**src/core/bsu_params.svh**
```systemverilog
// Purpose: Offsets, field positions, codes and timing of the byte unit
// Assumes: Included by bare name; definitions only
// Notes:   Status codes sit in bits 7:3 of the status register
`ifndef BSU_PARAMS_SVH
`define BSU_PARAMS_SVH

// ****************************************************
// Register byte addresses
// ****************************************************
`define BSU_OFF_CTRL      4'h0
`define BSU_OFF_STATUS    4'h4
`define BSU_OFF_DATA      4'h8
`define BSU_OFF_CPUFLAGS  4'hc

// ****************************************************
// Control fields
// ****************************************************
`define BSU_CTRL_DONE     7
`define BSU_CTRL_START    5
`define BSU_CTRL_STOP     4
`define BSU_CTRL_EN       2
`define BSU_CTRL_IE       0
`define BSU_CPU_GIE       7

// ****************************************************
// Status codes, five bits, shown in status bits 7:3
// ****************************************************
`define BSU_ST_START      5'h01
`define BSU_ST_RSTART     5'h02
`define BSU_ST_SLA_ACK    5'h03
`define BSU_ST_SLA_NACK   5'h04
`define BSU_ST_DAT_ACK    5'h05
`define BSU_ST_DAT_NACK   5'h06
`define BSU_ST_IDLE       5'h1f

// ****************************************************
// Bus answers and timing
// ****************************************************
`define BSU_RESP_OKAY     2'h0
`define BSU_RESP_SLVERR   2'h2
`define BSU_CLK_NS        20
`define BSU_QTR_NS        40
`define BSU_QTR_CYC       (((`BSU_QTR_NS + `BSU_CLK_NS - 1) / `BSU_CLK_NS))
`define BSU_ACK_BIT       4'h8

`endif

```
**src/core/bsu_pkg.sv**
```systemverilog
// Purpose: Types shared by the byte serial unit
// Assumes: Nothing beyond the synthesis tool
// Notes:   Constants live in bsu_params.svh
package bsu_pkg;

  typedef enum logic [2:0] {
    ENG_IDLE,
    ENG_WAIT,
    ENG_START,
    ENG_BIT,
    ENG_STOP
  } bsu_eng_t;

  typedef struct packed {
    logic [1:0] meta;
    logic [1:0] sync;
  } bsu_sync_t;

  typedef struct packed {
    logic [7:0] cnt;
    logic       tick;
  } bsu_div_t;

  typedef struct packed {
    logic       aw_ok;
    logic [3:0] aw_addr;
    logic       awrdy;
    logic       w_ok;
    logic [7:0] wdata;
    logic       wbe;
    logic       wrdy;
    logic       bvalid;
    logic [1:0] bresp;
    logic       arrdy;
    logic       rvalid;
    logic [7:0] rdata;
    logic [1:0] rresp;
    logic       done;
    logic       sta;
    logic       sto;
    logic       en;
    logic       ie;
    logic       gie;
    logic [1:0] presc;
    logic [4:0] code;
    logic [7:0] data;
    bsu_eng_t   st;
    logic [1:0] ph;
    logic [3:0] bitn;
    logic [7:0] sh;
    logic       in_bus;
    logic       addr_ph;
    logic       scl_oe;
    logic       sda_oe;
    logic       irq;
  } bsu_state_t;

endpackage : bsu_pkg

```
**src/core/bsu_pin_if.sv**
```systemverilog
// Purpose: Carries raw and synchronised line levels between modules
// Assumes: Index 0 is the clock line, index 1 the data line
// Notes:   Raw levels come from another domain
`timescale 1ns/1ps
`default_nettype none
interface bsu_pin_if;
  logic [1:0] raw;
  logic [1:0] synced;
  modport sync (input raw, output synced);
  modport core (output raw, input synced);
endinterface : bsu_pin_if
`default_nettype wire

```
**src/core/bsu_sync.sv**
```systemverilog
// Purpose: Two-stage synchroniser for the two line levels
// Assumes: One clock, asynchronous active-low reset
// Notes:   First stage is read by the second stage only
`timescale 1ns/1ps
`default_nettype none
module bsu_sync
  import bsu_pkg::*;
(
  // Clock and reset
  input  wire logic mclk,
  input  wire logic rst_n,
  // Lines
  bsu_pin_if.sync   pins
);
  bsu_sync_t s;
  bsu_sync_t n;

  genvar i;
  generate
    for (i = 0; i < 2; i++) begin : g_bit
      assign n.meta[i] = pins.raw[i];
      assign n.sync[i] = s.meta[i];
    end
  endgenerate

  assign pins.synced = s.sync;

  always_ff @(posedge mclk or negedge rst_n) begin
    if (!rst_n) s <= '{meta: 2'h3, sync: 2'h3};
    else        s <= n;
  end
endmodule : bsu_sync
`default_nettype wire

```
**src/core/bsu_div.sv**
```systemverilog
// Purpose: Quarter-bit tick divider for the line engine
// Assumes: Limit stays at or above one
// Notes:   Tick is a one-cycle enable pulse
`timescale 1ns/1ps
`default_nettype none
module bsu_div
  import bsu_pkg::*;
(
  // Clock and reset
  input  wire logic       mclk,
  input  wire logic       rst_n,
  // Rate
  input  wire logic [7:0] limit,
  output logic            tick
);
  bsu_div_t s;
  bsu_div_t n;

  always_comb begin
    n      = s;
    n.tick = 1'b0;
    if (s.cnt >= limit - 8'h01) begin
      n.cnt  = 8'h00;
      n.tick = 1'b1;
    end else begin
      n.cnt = s.cnt + 8'h01;
    end
  end

  assign tick = s.tick;

  always_ff @(posedge mclk or negedge rst_n) begin
    if (!rst_n) s <= '{cnt: 8'h00, tick: 1'b0};
    else        s <= n;
  end
endmodule : bsu_div
`default_nettype wire

```
**src/core/bsu_top.sv**
```systemverilog
// Purpose: Byte serial unit, master transmit path with software handshake
// Assumes: AXI4-Lite slave, open-drain lines, one clock mclk
// Notes:   Line clock is sampled, never used as a clock
`timescale 1ns/1ps
`default_nettype none
`include "bsu_params.svh"
module bsu_top
  import bsu_pkg::*;
(
  // Clock and reset
  input  wire logic        mclk,
  input  wire logic        rst_n,
  // AXI4-Lite write address
  input  wire logic        s_axi_awvalid,
  output logic             s_axi_awready,
  input  wire logic [31:0] s_axi_awaddr,
  // AXI4-Lite write data
  input  wire logic        s_axi_wvalid,
  output logic             s_axi_wready,
  input  wire logic [31:0] s_axi_wdata,
  input  wire logic [3:0]  s_axi_wstrb,
  // AXI4-Lite write response
  output logic             s_axi_bvalid,
  input  wire logic        s_axi_bready,
  output logic [1:0]       s_axi_bresp,
  // AXI4-Lite read address
  input  wire logic        s_axi_arvalid,
  output logic             s_axi_arready,
  input  wire logic [31:0] s_axi_araddr,
  // AXI4-Lite read data
  output logic             s_axi_rvalid,
  input  wire logic        s_axi_rready,
  output logic [31:0]      s_axi_rdata,
  output logic [1:0]       s_axi_rresp,
  // Serial clock line
  input  wire logic        scl_i,
  output logic             scl_o,
  output logic             scl_oe,
  // Serial data line
  input  wire logic        sda_i,
  output logic             sda_o,
  output logic             sda_oe,
  // Interrupt request
  output logic             irq
);

  // ****************************************************
  // Synchronisers and divider
  // ****************************************************
  bsu_pin_if pins ();
  assign pins.raw = {sda_i, scl_i};

  bsu_sync u_sync (
    .mclk  (mclk),
    .rst_n (rst_n),
    .pins  (pins)
  );

  logic       tick;
  logic [7:0] limit;
  logic       scl_s;
  logic       sda_s;
  logic [1:0] s_presc_w;

  assign scl_s = pins.synced[0];
  assign sda_s = pins.synced[1];

  // Prescaler stretches the quarter-bit time by powers of two
  assign limit = 8'(`BSU_QTR_CYC) << s_presc_w;

  bsu_div u_div (
    .mclk  (mclk),
    .rst_n (rst_n),
    .limit (limit),
    .tick  (tick)
  );

  // ****************************************************
  // State
  // ****************************************************
  bsu_state_t s;
  bsu_state_t n;
  assign s_presc_w = s.presc;

  localparam bsu_state_t RST = '{
    aw_ok: 1'b0, aw_addr: 4'h0, awrdy: 1'b0,
    w_ok: 1'b0, wdata: 8'h00, wbe: 1'b0, wrdy: 1'b0,
    bvalid: 1'b0, bresp: 2'h0, arrdy: 1'b0,
    rvalid: 1'b0, rdata: 8'h00, rresp: 2'h0,
    done: 1'b0, sta: 1'b0, sto: 1'b0, en: 1'b0, ie: 1'b0,
    gie: 1'b0, presc: 2'h0, code: `BSU_ST_IDLE, data: 8'h00,
    st: ENG_IDLE, ph: 2'h0, bitn: 4'h0, sh: 8'h00,
    in_bus: 1'b0, addr_ph: 1'b0,
    scl_oe: 1'b0, sda_oe: 1'b0, irq: 1'b0
  };

  logic wr_fire;
  logic wr_ok;
  logic go;

  always_comb begin
    n       = s;
    wr_fire = 1'b0;
    wr_ok   = 1'b0;
    go      = 1'b0;

    // ****************************************************
    // Line engine, advances on quarter-bit ticks
    // ****************************************************
    case (s.st)
      ENG_IDLE: begin
        n.scl_oe = 1'b0;
      end
      ENG_WAIT: begin
        n.scl_oe = 1'b1;
      end
      ENG_START: begin
        if (tick) begin
          case (s.ph)
            2'h0: begin
              n.sda_oe = 1'b0;
              n.scl_oe = 1'b0;
              n.ph     = 2'h1;
            end
            2'h1: begin
              // Slave may still stretch the clock low
              if (scl_s) n.ph = 2'h2;
            end
            2'h2: begin
              n.sda_oe = 1'b1;
              n.ph     = 2'h3;
            end
            default: begin
              n.scl_oe  = 1'b1;
              n.done    = 1'b1;
              n.code    = s.in_bus ? `BSU_ST_RSTART
                                   : `BSU_ST_START;
              n.in_bus  = 1'b1;
              n.addr_ph = 1'b1;
              n.st      = ENG_WAIT;
            end
          endcase
        end
      end
      ENG_BIT: begin
        if (tick) begin
          case (s.ph)
            2'h0: begin
              // Ninth clock releases data for the acknowledge
              n.sda_oe = (s.bitn < `BSU_ACK_BIT) ? ~s.sh[7]
                                                 : 1'b0;
              n.ph     = 2'h1;
            end
            2'h1: begin
              n.scl_oe = 1'b0;
              n.ph     = 2'h2;
            end
            2'h2: begin
              if (scl_s) n.ph = 2'h3;
            end
            default: begin
              n.scl_oe = 1'b1;
              n.ph     = 2'h0;
              if (s.bitn == `BSU_ACK_BIT) begin
                n.done    = 1'b1;
                n.addr_ph = 1'b0;
                n.st      = ENG_WAIT;
                if (s.addr_ph) begin
                  n.code = sda_s ? `BSU_ST_SLA_NACK
                                 : `BSU_ST_SLA_ACK;
                end else begin
                  n.code = sda_s ? `BSU_ST_DAT_NACK
                                 : `BSU_ST_DAT_ACK;
                end
              end else begin
                n.sh   = {s.sh[6:0], 1'b0};
                n.bitn = s.bitn + 4'h1;
              end
            end
          endcase
        end
      end
      ENG_STOP: begin
        if (tick) begin
          case (s.ph)
            2'h0: begin
              n.sda_oe = 1'b1;
              n.ph     = 2'h1;
            end
            2'h1: begin
              n.scl_oe = 1'b0;
              n.ph     = 2'h2;
            end
            2'h2: begin
              if (scl_s) n.ph = 2'h3;
            end
            default: begin
              // Flag stays clear so software is not stalled
              n.sda_oe = 1'b0;
              n.in_bus = 1'b0;
              n.code   = `BSU_ST_IDLE;
              n.st     = ENG_IDLE;
            end
          endcase
        end
      end
      default: begin
        n.st = ENG_IDLE;
      end
    endcase

    // ****************************************************
    // AXI4-Lite write channel
    // ****************************************************
    if (s_axi_awvalid && s.awrdy) begin
      n.aw_ok   = 1'b1;
      n.aw_addr = s_axi_awaddr[3:0];
    end
    if (s_axi_wvalid && s.wrdy) begin
      n.w_ok  = 1'b1;
      n.wdata = s_axi_wdata[7:0];
      n.wbe   = s_axi_wstrb[0];
    end
    if (s.bvalid && s_axi_bready) n.bvalid = 1'b0;

    if (s.aw_ok && s.w_ok && !s.bvalid) begin
      n.aw_ok  = 1'b0;
      n.w_ok   = 1'b0;
      n.bvalid = 1'b1;
      wr_ok    = (s.aw_addr == `BSU_OFF_CTRL)   ||
                 (s.aw_addr == `BSU_OFF_STATUS) ||
                 (s.aw_addr == `BSU_OFF_DATA)   ||
                 (s.aw_addr == `BSU_OFF_CPUFLAGS);
      n.bresp  = wr_ok ? `BSU_RESP_OKAY : `BSU_RESP_SLVERR;
      wr_fire  = wr_ok && s.wbe;
    end

    if (wr_fire) begin
      case (s.aw_addr)
        `BSU_OFF_CTRL: begin
          n.ie  = s.wdata[`BSU_CTRL_IE];
          n.en  = s.wdata[`BSU_CTRL_EN];
          n.sta = s.wdata[`BSU_CTRL_START];
          n.sto = s.wdata[`BSU_CTRL_STOP];
          // Clear acts only while idle or waiting, so an engine set is never lost
          if (s.wdata[`BSU_CTRL_DONE] &&
              ((s.st == ENG_IDLE) || (s.st == ENG_WAIT)))
            n.done = 1'b0;
          // Held flag blocks launch unless this write clears it
          go = s.wdata[`BSU_CTRL_EN] &&
               (!s.done || s.wdata[`BSU_CTRL_DONE]) &&
               ((s.st == ENG_IDLE) || (s.st == ENG_WAIT));
        end
        `BSU_OFF_STATUS: begin
          n.presc = s.wdata[1:0];
        end
        `BSU_OFF_DATA: begin
          // Loads during a shift would corrupt the packet
          if ((s.st == ENG_IDLE) || (s.st == ENG_WAIT))
            n.data = s.wdata;
        end
        default: begin
          n.gie = s.wdata[`BSU_CPU_GIE];
        end
      endcase
    end

    // ****************************************************
    // Launch of the operation the control write selects
    // ****************************************************
    if (go) begin
      n.ph   = 2'h0;
      n.bitn = 4'h0;
      n.sta  = 1'b0;
      n.sto  = 1'b0;
      if (s.wdata[`BSU_CTRL_START]) begin
        n.st = ENG_START;
      end else if (s.wdata[`BSU_CTRL_STOP] && s.in_bus) begin
        n.st = ENG_STOP;
      end else if (s.in_bus) begin
        n.st = ENG_BIT;
        n.sh = s.data;
      end else begin
        n.st = ENG_IDLE;
      end
    end

    // ****************************************************
    // AXI4-Lite read channel
    // ****************************************************
    if (s.rvalid && s_axi_rready) n.rvalid = 1'b0;
    if (s_axi_arvalid && s.arrdy) begin
      n.rvalid = 1'b1;
      n.rresp  = `BSU_RESP_OKAY;
      case (s_axi_araddr[3:0])
        `BSU_OFF_CTRL: begin
          n.rdata = {s.done, 1'b0, s.sta, s.sto,
                     1'b0, s.en, 1'b0, s.ie};
        end
        `BSU_OFF_STATUS: begin
          n.rdata = {s.code, 1'b0, s.presc};
        end
        `BSU_OFF_DATA: begin
          n.rdata = s.data;
        end
        `BSU_OFF_CPUFLAGS: begin
          n.rdata = {s.gie, 7'h00};
        end
        default: begin
          n.rdata = 8'h00;
          n.rresp = `BSU_RESP_SLVERR;
        end
      endcase
    end

    // ****************************************************
    // Ready flags and interrupt level
    // ****************************************************
    // Write readies stay low until the write answer is taken, read ready until the read answer
    n.awrdy = !n.aw_ok && !n.bvalid;
    n.wrdy  = !n.w_ok && !n.bvalid;
    n.arrdy = !n.rvalid;
    n.irq   = n.done && n.ie && n.gie;
  end

  always_ff @(posedge mclk or negedge rst_n) begin
    if (!rst_n) s <= RST;
    else        s <= n;
  end

  // ****************************************************
  // Outputs, all from flip-flops except scl_o, sda_o and s_axi_rdata bits 31:8, tied low
  // ****************************************************
  assign s_axi_awready = s.awrdy;
  assign s_axi_wready  = s.wrdy;
  assign s_axi_bvalid  = s.bvalid;
  assign s_axi_bresp   = s.bresp;
  assign s_axi_arready = s.arrdy;
  assign s_axi_rvalid  = s.rvalid;
  assign s_axi_rdata   = {24'h000000, s.rdata};
  assign s_axi_rresp   = s.rresp;
  assign scl_o         = 1'b0;
  assign sda_o         = 1'b0;
  assign scl_oe        = s.scl_oe;
  assign sda_oe        = s.sda_oe;
  assign irq           = s.irq;

endmodule : bsu_top
`default_nettype wire

```
**config.mk**
```make
export PLATFORM = sky130hd
export DESIGN_NAME = bsu_top
export DESIGN_NICKNAME = d
export VERILOG_FILES = /design/src/core/bsu_pkg.sv /design/src/core/bsu_pin_if.sv /design/src/core/bsu_sync.sv /design/src/core/bsu_div.sv /design/src/core/bsu_top.sv
export VERILOG_INCLUDE_DIRS = /design/src /design/src/core
export SDC_FILE = /design/constraint.sdc
export NUM_CORES = 1
export LEC_CHECK = 0
export BUFFER_PORTS_ARGS = -buffer_cell sky130_fd_sc_hd__buf_2
export CAP_MARGIN = 20
export CORE_MARGIN = 2
export CORE_UTILIZATION = 45
export CTS_CLUSTER_SIZE = 12
export DETAILED_ROUTE_END_ITERATION = 6
export PLACE_DENSITY = 0.84
export SLEW_MARGIN = 20
export SYNTH_ARGS = -nofsm -noshare
export SYNTH_HDL_FRONTEND = slang
export SYNTH_SLANG_ARGS = --single-unit
```
**constraint.sdc**
```tcl
create_clock -name mclk -period 1.8 [get_ports mclk]
set_input_delay 0.36 -clock mclk [delete_from_list [all_inputs] [get_ports mclk]]
set_output_delay 0.36 -clock mclk [all_outputs]
set_load 0.005 [all_outputs]
```
==> results.cfg, run 1 <==
[setup_path]
crit_slowest_cell = or4_4
critPathArrivalTime_ps = 2050
startpoint = s[70]
slowest_delay_ps = 490
reg2reg_depth = 5
path_delay_family = simple AND/OR/NAND/NOR gates
required_ps = 2040
crit-reg2reg-launch = s[70]
path_buf_inv = 0
r2r-end = s[13]
cp_max_fo = 3
crit_type = reg2reg
r2r_slack_ps = -10
cp-start-kind = flop
crit_chain = or3b_4 > or4_4 > nor2_8 > nor2_4 > mux2_4
end_kind = flop

[floorplanning]
io_pins = 155
die_w_microns = 101
dieHeight_microns = 101
coreArea_sq_um = 9240
rows = 35
initial_core_util_pct = 46.3
die_area_sq_um = 10300

[yosys]
synthArstFlopShare_pct = 100
yosysSeqAreaShare_pct = 50.0
syn_inst = 412
ys_ff_latch = 85
synth_area_sq_um = 4280
ys_types = 53
ys.flop_type = dfrtp_1
synth_area_per_cell_sq_um = 10.4
synth_edf_count = 0
ys_warn_count = 0

[sta]
setup_viol = 5
clock_skew_ps = 6.45
fin_crit_ps = 1810
fin_ws_ps = -11.3
slew_headroom_pct = 51.5
hold_viol_final = 0
rsz0062_at_grt = yes
fin_tns_setup_ps = -27.0
worstMarginPinSlew_ps = 727
slew_violations = 0
fin_crit_sh_pct = 101
worst_hold_slack_ps = 12.6
fmax_mhz = 552

[cells_and_area]
final_common_cell = dfrtp_1
diodes = 0
nets = 598
final_cell_mix = dfrtp_1, buf_2, nand2_1
instances_no_fill = 612
syn_to_final_growth_pct = 17.8
drive_above_1_share_pct = 31.7

[outcome]
outcome = finished with violations
violations = setup timing

[grt]
grt_util_all_layers_pct = 18.5
grt_pass1_wl_mm = 14.8
antenna_found_initial = 0
grt_max_degree = 44
gr-total-overflow = 0
grt_pass1_vias = 3065

[place]
dpl_worst_slack_ps = -72.2
dp_hpwl_mm = 6.35
place_inst = 589
place.gp.congestion = 0.814
io_buffers = 43

[clock_tree]
clockBufferDepth = 2
cts_root_buf = clkbuf_8
htreeDepth = 3
hold_buffers = 0
cts_tree = yes
cts.sink_count = 85
clk_pin_slew_ps = 90
numCtsBuffers = 9
clock_latency_ps = 350

[power_and_ir_drop]
combPwrFrac_pct = 30.5
p_sw_mw = 2.05
p_total_mw = 6.03
pwr-share-seq_pct = 46.2
swShare_pct = 33.9
power_density_nw_per_um2 = 1200
irDropWorstVdd_mv = 0.840
power.leakage_nw = 2.35
clock_power_share_pct = 23.4
power.internal_mw = 3.99

[drt]
drtPass1Iterations = 5
vias = 3154
viasPerCell = 5.15
drt_iter0_drc = 190
routedWlPerCell_microns = 14.9
wirelength_mm = 9.14
ant_nets = 0
drc = 0

[job]
drv_cap = 0

[min_path]
hold_class = in2async
power groups by stage:
stage	registers [mW]	logic (mW)	clock network, mW
after detailed placement	2.80	1.59	0
after global placement	2.76	1.51	0
after floorplan	2.67	1.13	0
after CTS	2.77	1.69	1.44
final	2.79	1.84	1.41
after global routing	2.84	2.02	1.53
cell families after synthesis:
group                      after synthesis  synth area share (%)
AOI/OAI and AO/OA                       76                  10.5
xor gates and xnor gates                 6                  1.23
adders and majority gates               11                  3.22
buffers and inverters                   69                  9.63
DFF                                     85                  50.0
muxes                                   37                  9.72
other                                    1                0.0877
and+or+nand+nor                        127                  15.7
state kept, by name, summed over array words and instances (netlist names), 2 cells and up:
register            cells
u_div.s                 8
u_sync.n                2
u_sync.pins.synced      2
s                      52
s_presc_w               2
s_axi_rdata             8
area by class of cell:
| class | instances | area (sq um) |
|---|---|---|
| inverters | 16 | 60.1 |
| flip-flops and latches | 85 | 2140 |
| fillers | 790 | 4200 |
| repair buffers | 78 | 534 |
| well taps | 129 | 161 |
| multi-input cells | 288 | 1930 |
| clock inverters | 6 | 68.8 |
| clock buffers | 10 | 138 |
per-stage QoR:
stage | cell area [sq um] | utilization (%)
2_1_floorplan | 4400 | -
3_5_place_dp | 4670 | 50.6
3_3_place_gp | 4670 | 50.6
4_1_cts | 4920 | 53.3
6_report | 5040 | 54.5
5_1_grt | 5040 | 54.5
cells in the mapped netlist, types with 4 or more instances:
library cell / n / share of area (%)
a21oi_1: 19 / 2.2
a22oi_1: 5 / 0.88
a31oi_1: 6 / 0.88
buf_4: 38 / 6.7
clkbuf_1: 12 / 1.1
dfrtp_1: 77 / 45
dfstp_2: 8 / 4.9
ha_1: 11 / 3.2
inv_1: 16 / 1.4
mux2_2: 22 / 5.8
mux2i_1: 13 / 3.0
nand2_1: 37 / 3.2
nand3_1: 10 / 1.2
nand3b_1: 6 / 1.1
nor2_1: 32 / 2.8
nor2b_1: 7 / 1.0
nor3_1: 7 / 0.82
nor3b_1: 4 / 0.70
o21a_1: 4 / 0.70
o21ai_0: 31 / 3.6
xor2_1: 4 / 0.82
worst max path at each step:
stage               endpoint  slack (ps)  cells past startpoint
floorplan              s[13]        -110                      6
global placement         irq         -40                      5
detailed placement     s[21]         -70                      6
CTS                    s[13]         -10                      5
global route           s[21]         -60                      6
finish                 s[13]         -10                      5
per-layer routing:
metal	up-vias	track usage, %	wire length, microns
li1	1480	-	-
met1	1536	23.5	3850
met2	116	31.5	4620
met3	22	4.07	487
met4	0	6.13	181
met5	-	0	0
what timing repair did:
action | in CTS | in global routing
cloned | 0 | 0
setup endpoints to repair | 14 | 27
gates resized for setup | 7 | 14
buffers inserted | 1 | 6
pin swaps | 3 | 4
No activity file was read; power rests on OpenSTA's default activity.
==> inputs of run 2 (changes only) <==
--- a/config.mk
+++ b/config.mk
@@ -9,10 +9,10 @@
 export BUFFER_PORTS_ARGS = -buffer_cell sky130_fd_sc_hd__buf_2
 export CAP_MARGIN = 20
 export CORE_MARGIN = 2
-export CORE_UTILIZATION = 45
+export CORE_UTILIZATION = 50
 export CTS_CLUSTER_SIZE = 12
 export DETAILED_ROUTE_END_ITERATION = 6
-export PLACE_DENSITY = 0.84
+export PLACE_DENSITY = 0.88
 export SLEW_MARGIN = 20
 export SYNTH_ARGS = -nofsm -noshare
 export SYNTH_HDL_FRONTEND = slang
==> constraint.sdc (replaced) <==
create_clock -name mclk -period 2 [get_ports mclk]
set_input_delay 0.4 -clock mclk [delete_from_list [all_inputs] [get_ports mclk]]
set_output_delay 0.4 -clock mclk [all_outputs]
set_load 0.005 [all_outputs]
==> results.cfg, run 2 (synthesis results as in run 1) <==
[setup_path]
slowest_delay_ps = 510
crit-reg2reg-launch = s[71]
crit_slowest_cell = or4_4
startpoint = s[71]
crit_type = reg2reg
r2r-end = s[21]
cp-start-kind = flop
r2r_slack_ps = 80
crit_chain = or3b_4 > or4_4 > nor2_8 > buf_4 > nand4b_1 > nand2_1
required_ps = 2300
critPathArrivalTime_ps = 2220
crit_end = s[21]
cp_max_fo = 8
end_kind = flop
reg2reg_depth = 6

[sta]
fin_crit_sh_pct = 96.0
hold_viol_final = 0
setup_viol = 0
fin_crit_ps = 1920
fin_tns_setup_ps = 0
slew_violations = 0
fmax_mhz = 521
clock_skew_ps = 20.0
rsz0062_at_grt = no

[floorplanning]
io_pins = 155
coreArea_sq_um = 8260
dieHeight_microns = 96.5
die_area_sq_um = 9310
initial_core_util_pct = 51.8
die_w_microns = 96.5
rows = 33

[grt]
gr-total-overflow = 0
grt_pass1_wl_mm = 13.8
grt_pass1_vias = 2971
grt_util_all_layers_pct = 19.3
grt_max_degree = 44
antenna_found_initial = 0

[drt]
drc = 0
wirelength_mm = 8.54
viasPerCell = 5.35
vias = 3055
drtPass1Iterations = 5
ant_nets = 0
drt_iter0_drc = 128
routedWlPerCell_microns = 14.9

[cells_and_area]
largest_reg_flops = 52
drive_above_1_share_pct = 25.8
largest-register = s
nets = 581
diodes = 0
multi_input_area_sq_um = 1840
regArea_sq_um = 2140
final_common_cell = dfrtp_1
num-fill-cells = 662
final_cell_mix = dfrtp_1, buf_2, nand2_1, nor2_1
syn_to_final_growth_pct = 11.4

[clock_tree]
cts_tree = yes
cts.sink_count = 85
htreeDepth = 3
clockBufferDepth = 2
numCtsBuffers = 9
clk_pin_slew_ps = 100
clock_latency_ps = 370
cts_root_buf = clkbuf_8
postCtsSetupRepairBufs = 0

[power_and_ir_drop]
irDropWorstVdd_mv = 0.677
power.leakage_nw = 2.25
power_density_nw_per_um2 = 1070
p_total_mw = 5.11

[min_path]
hold_class = in2reg
min_from = sda_i

[job]
drv_cap = 0

[place]
place.gp.congestion = 0.896
io_buffers = 43
dp_hpwl_mm = 6.20

[outcome]
outcome = completed
## run 2: timing repair
item / in CTS / in global routing
hold buffers: 1 / 0
gates resized for setup: 0 / 3
endpoints found under the setup margin: 0 / 5
endpoints found under the hold margin: 13 / 0
## run 2: layer usage
metal | global-route usage [%] | up-vias | share of wire (%)
met5 | 0 | - | 0
met1 | 24.6 | 1481 | 43
met4 | 6.22 | 0 | 1.1
li1 | - | 1448 | -
met3 | 4.65 | 12 | 6.3
met2 | 32.7 | 114 | 50
## run 2: worst min-delay path by stage
stage,endpoint,cells after the start,slack [ps]
after floorplan,irq,0,100
after global placement,scl_oe,1,290
after detailed placement,scl_oe,1,290
after CTS,u_sync.n[1],1,120
after global routing,u_sync.n[1],1,120
final,u_sync.n[1],1,130
## run 2: where the power goes
group	internal, mW	switching, mW	total, mW
Sequential	2.13	0.381	2.51
Clock	0.631	0.662	1.29
Combinational	0.626	0.677	1.30
Total	3.39	1.72	5.11
## run 2: stage by stage
stage | setup slack (ps) | instances | hold slack [ps] | instance area, sq um | util (%)
4_1_cts | 23.7 | 571 | 123 | 4760 | 57.7
3_5_place_dp | 57.7 | 554 | 293 | 4540 | 55.0
3_3_place_gp | 71.7 | 554 | 287 | 4540 | 55.0
6_report | 79.8 | 571 | 130 | 4760 | 57.7
5_1_grt | 1.72 | 571 | 117 | 4760 | 57.7
2_1_floorplan | 67.9 | 442 | 104 | 4390 | -
## run 2: layout make-up
cell class	instances	area share [%]
inverter	16	1.26
tap	105	2.76
sequential	85	44.9
multi-input combinational	288	38.6
clock inverter	6	1.58
timing repair buffer	61	7.98
clock buffer	10	2.89
## run 2: critical path: cells and delay by family (launching register included)
| family | cells | cell delay (ps) |
|---|---|---|
| AND/OR/NAND/NOR | 5 | 1270 |
| flip-flops | 1 | 410 |
| buffers and inverters | 1 | 170 |
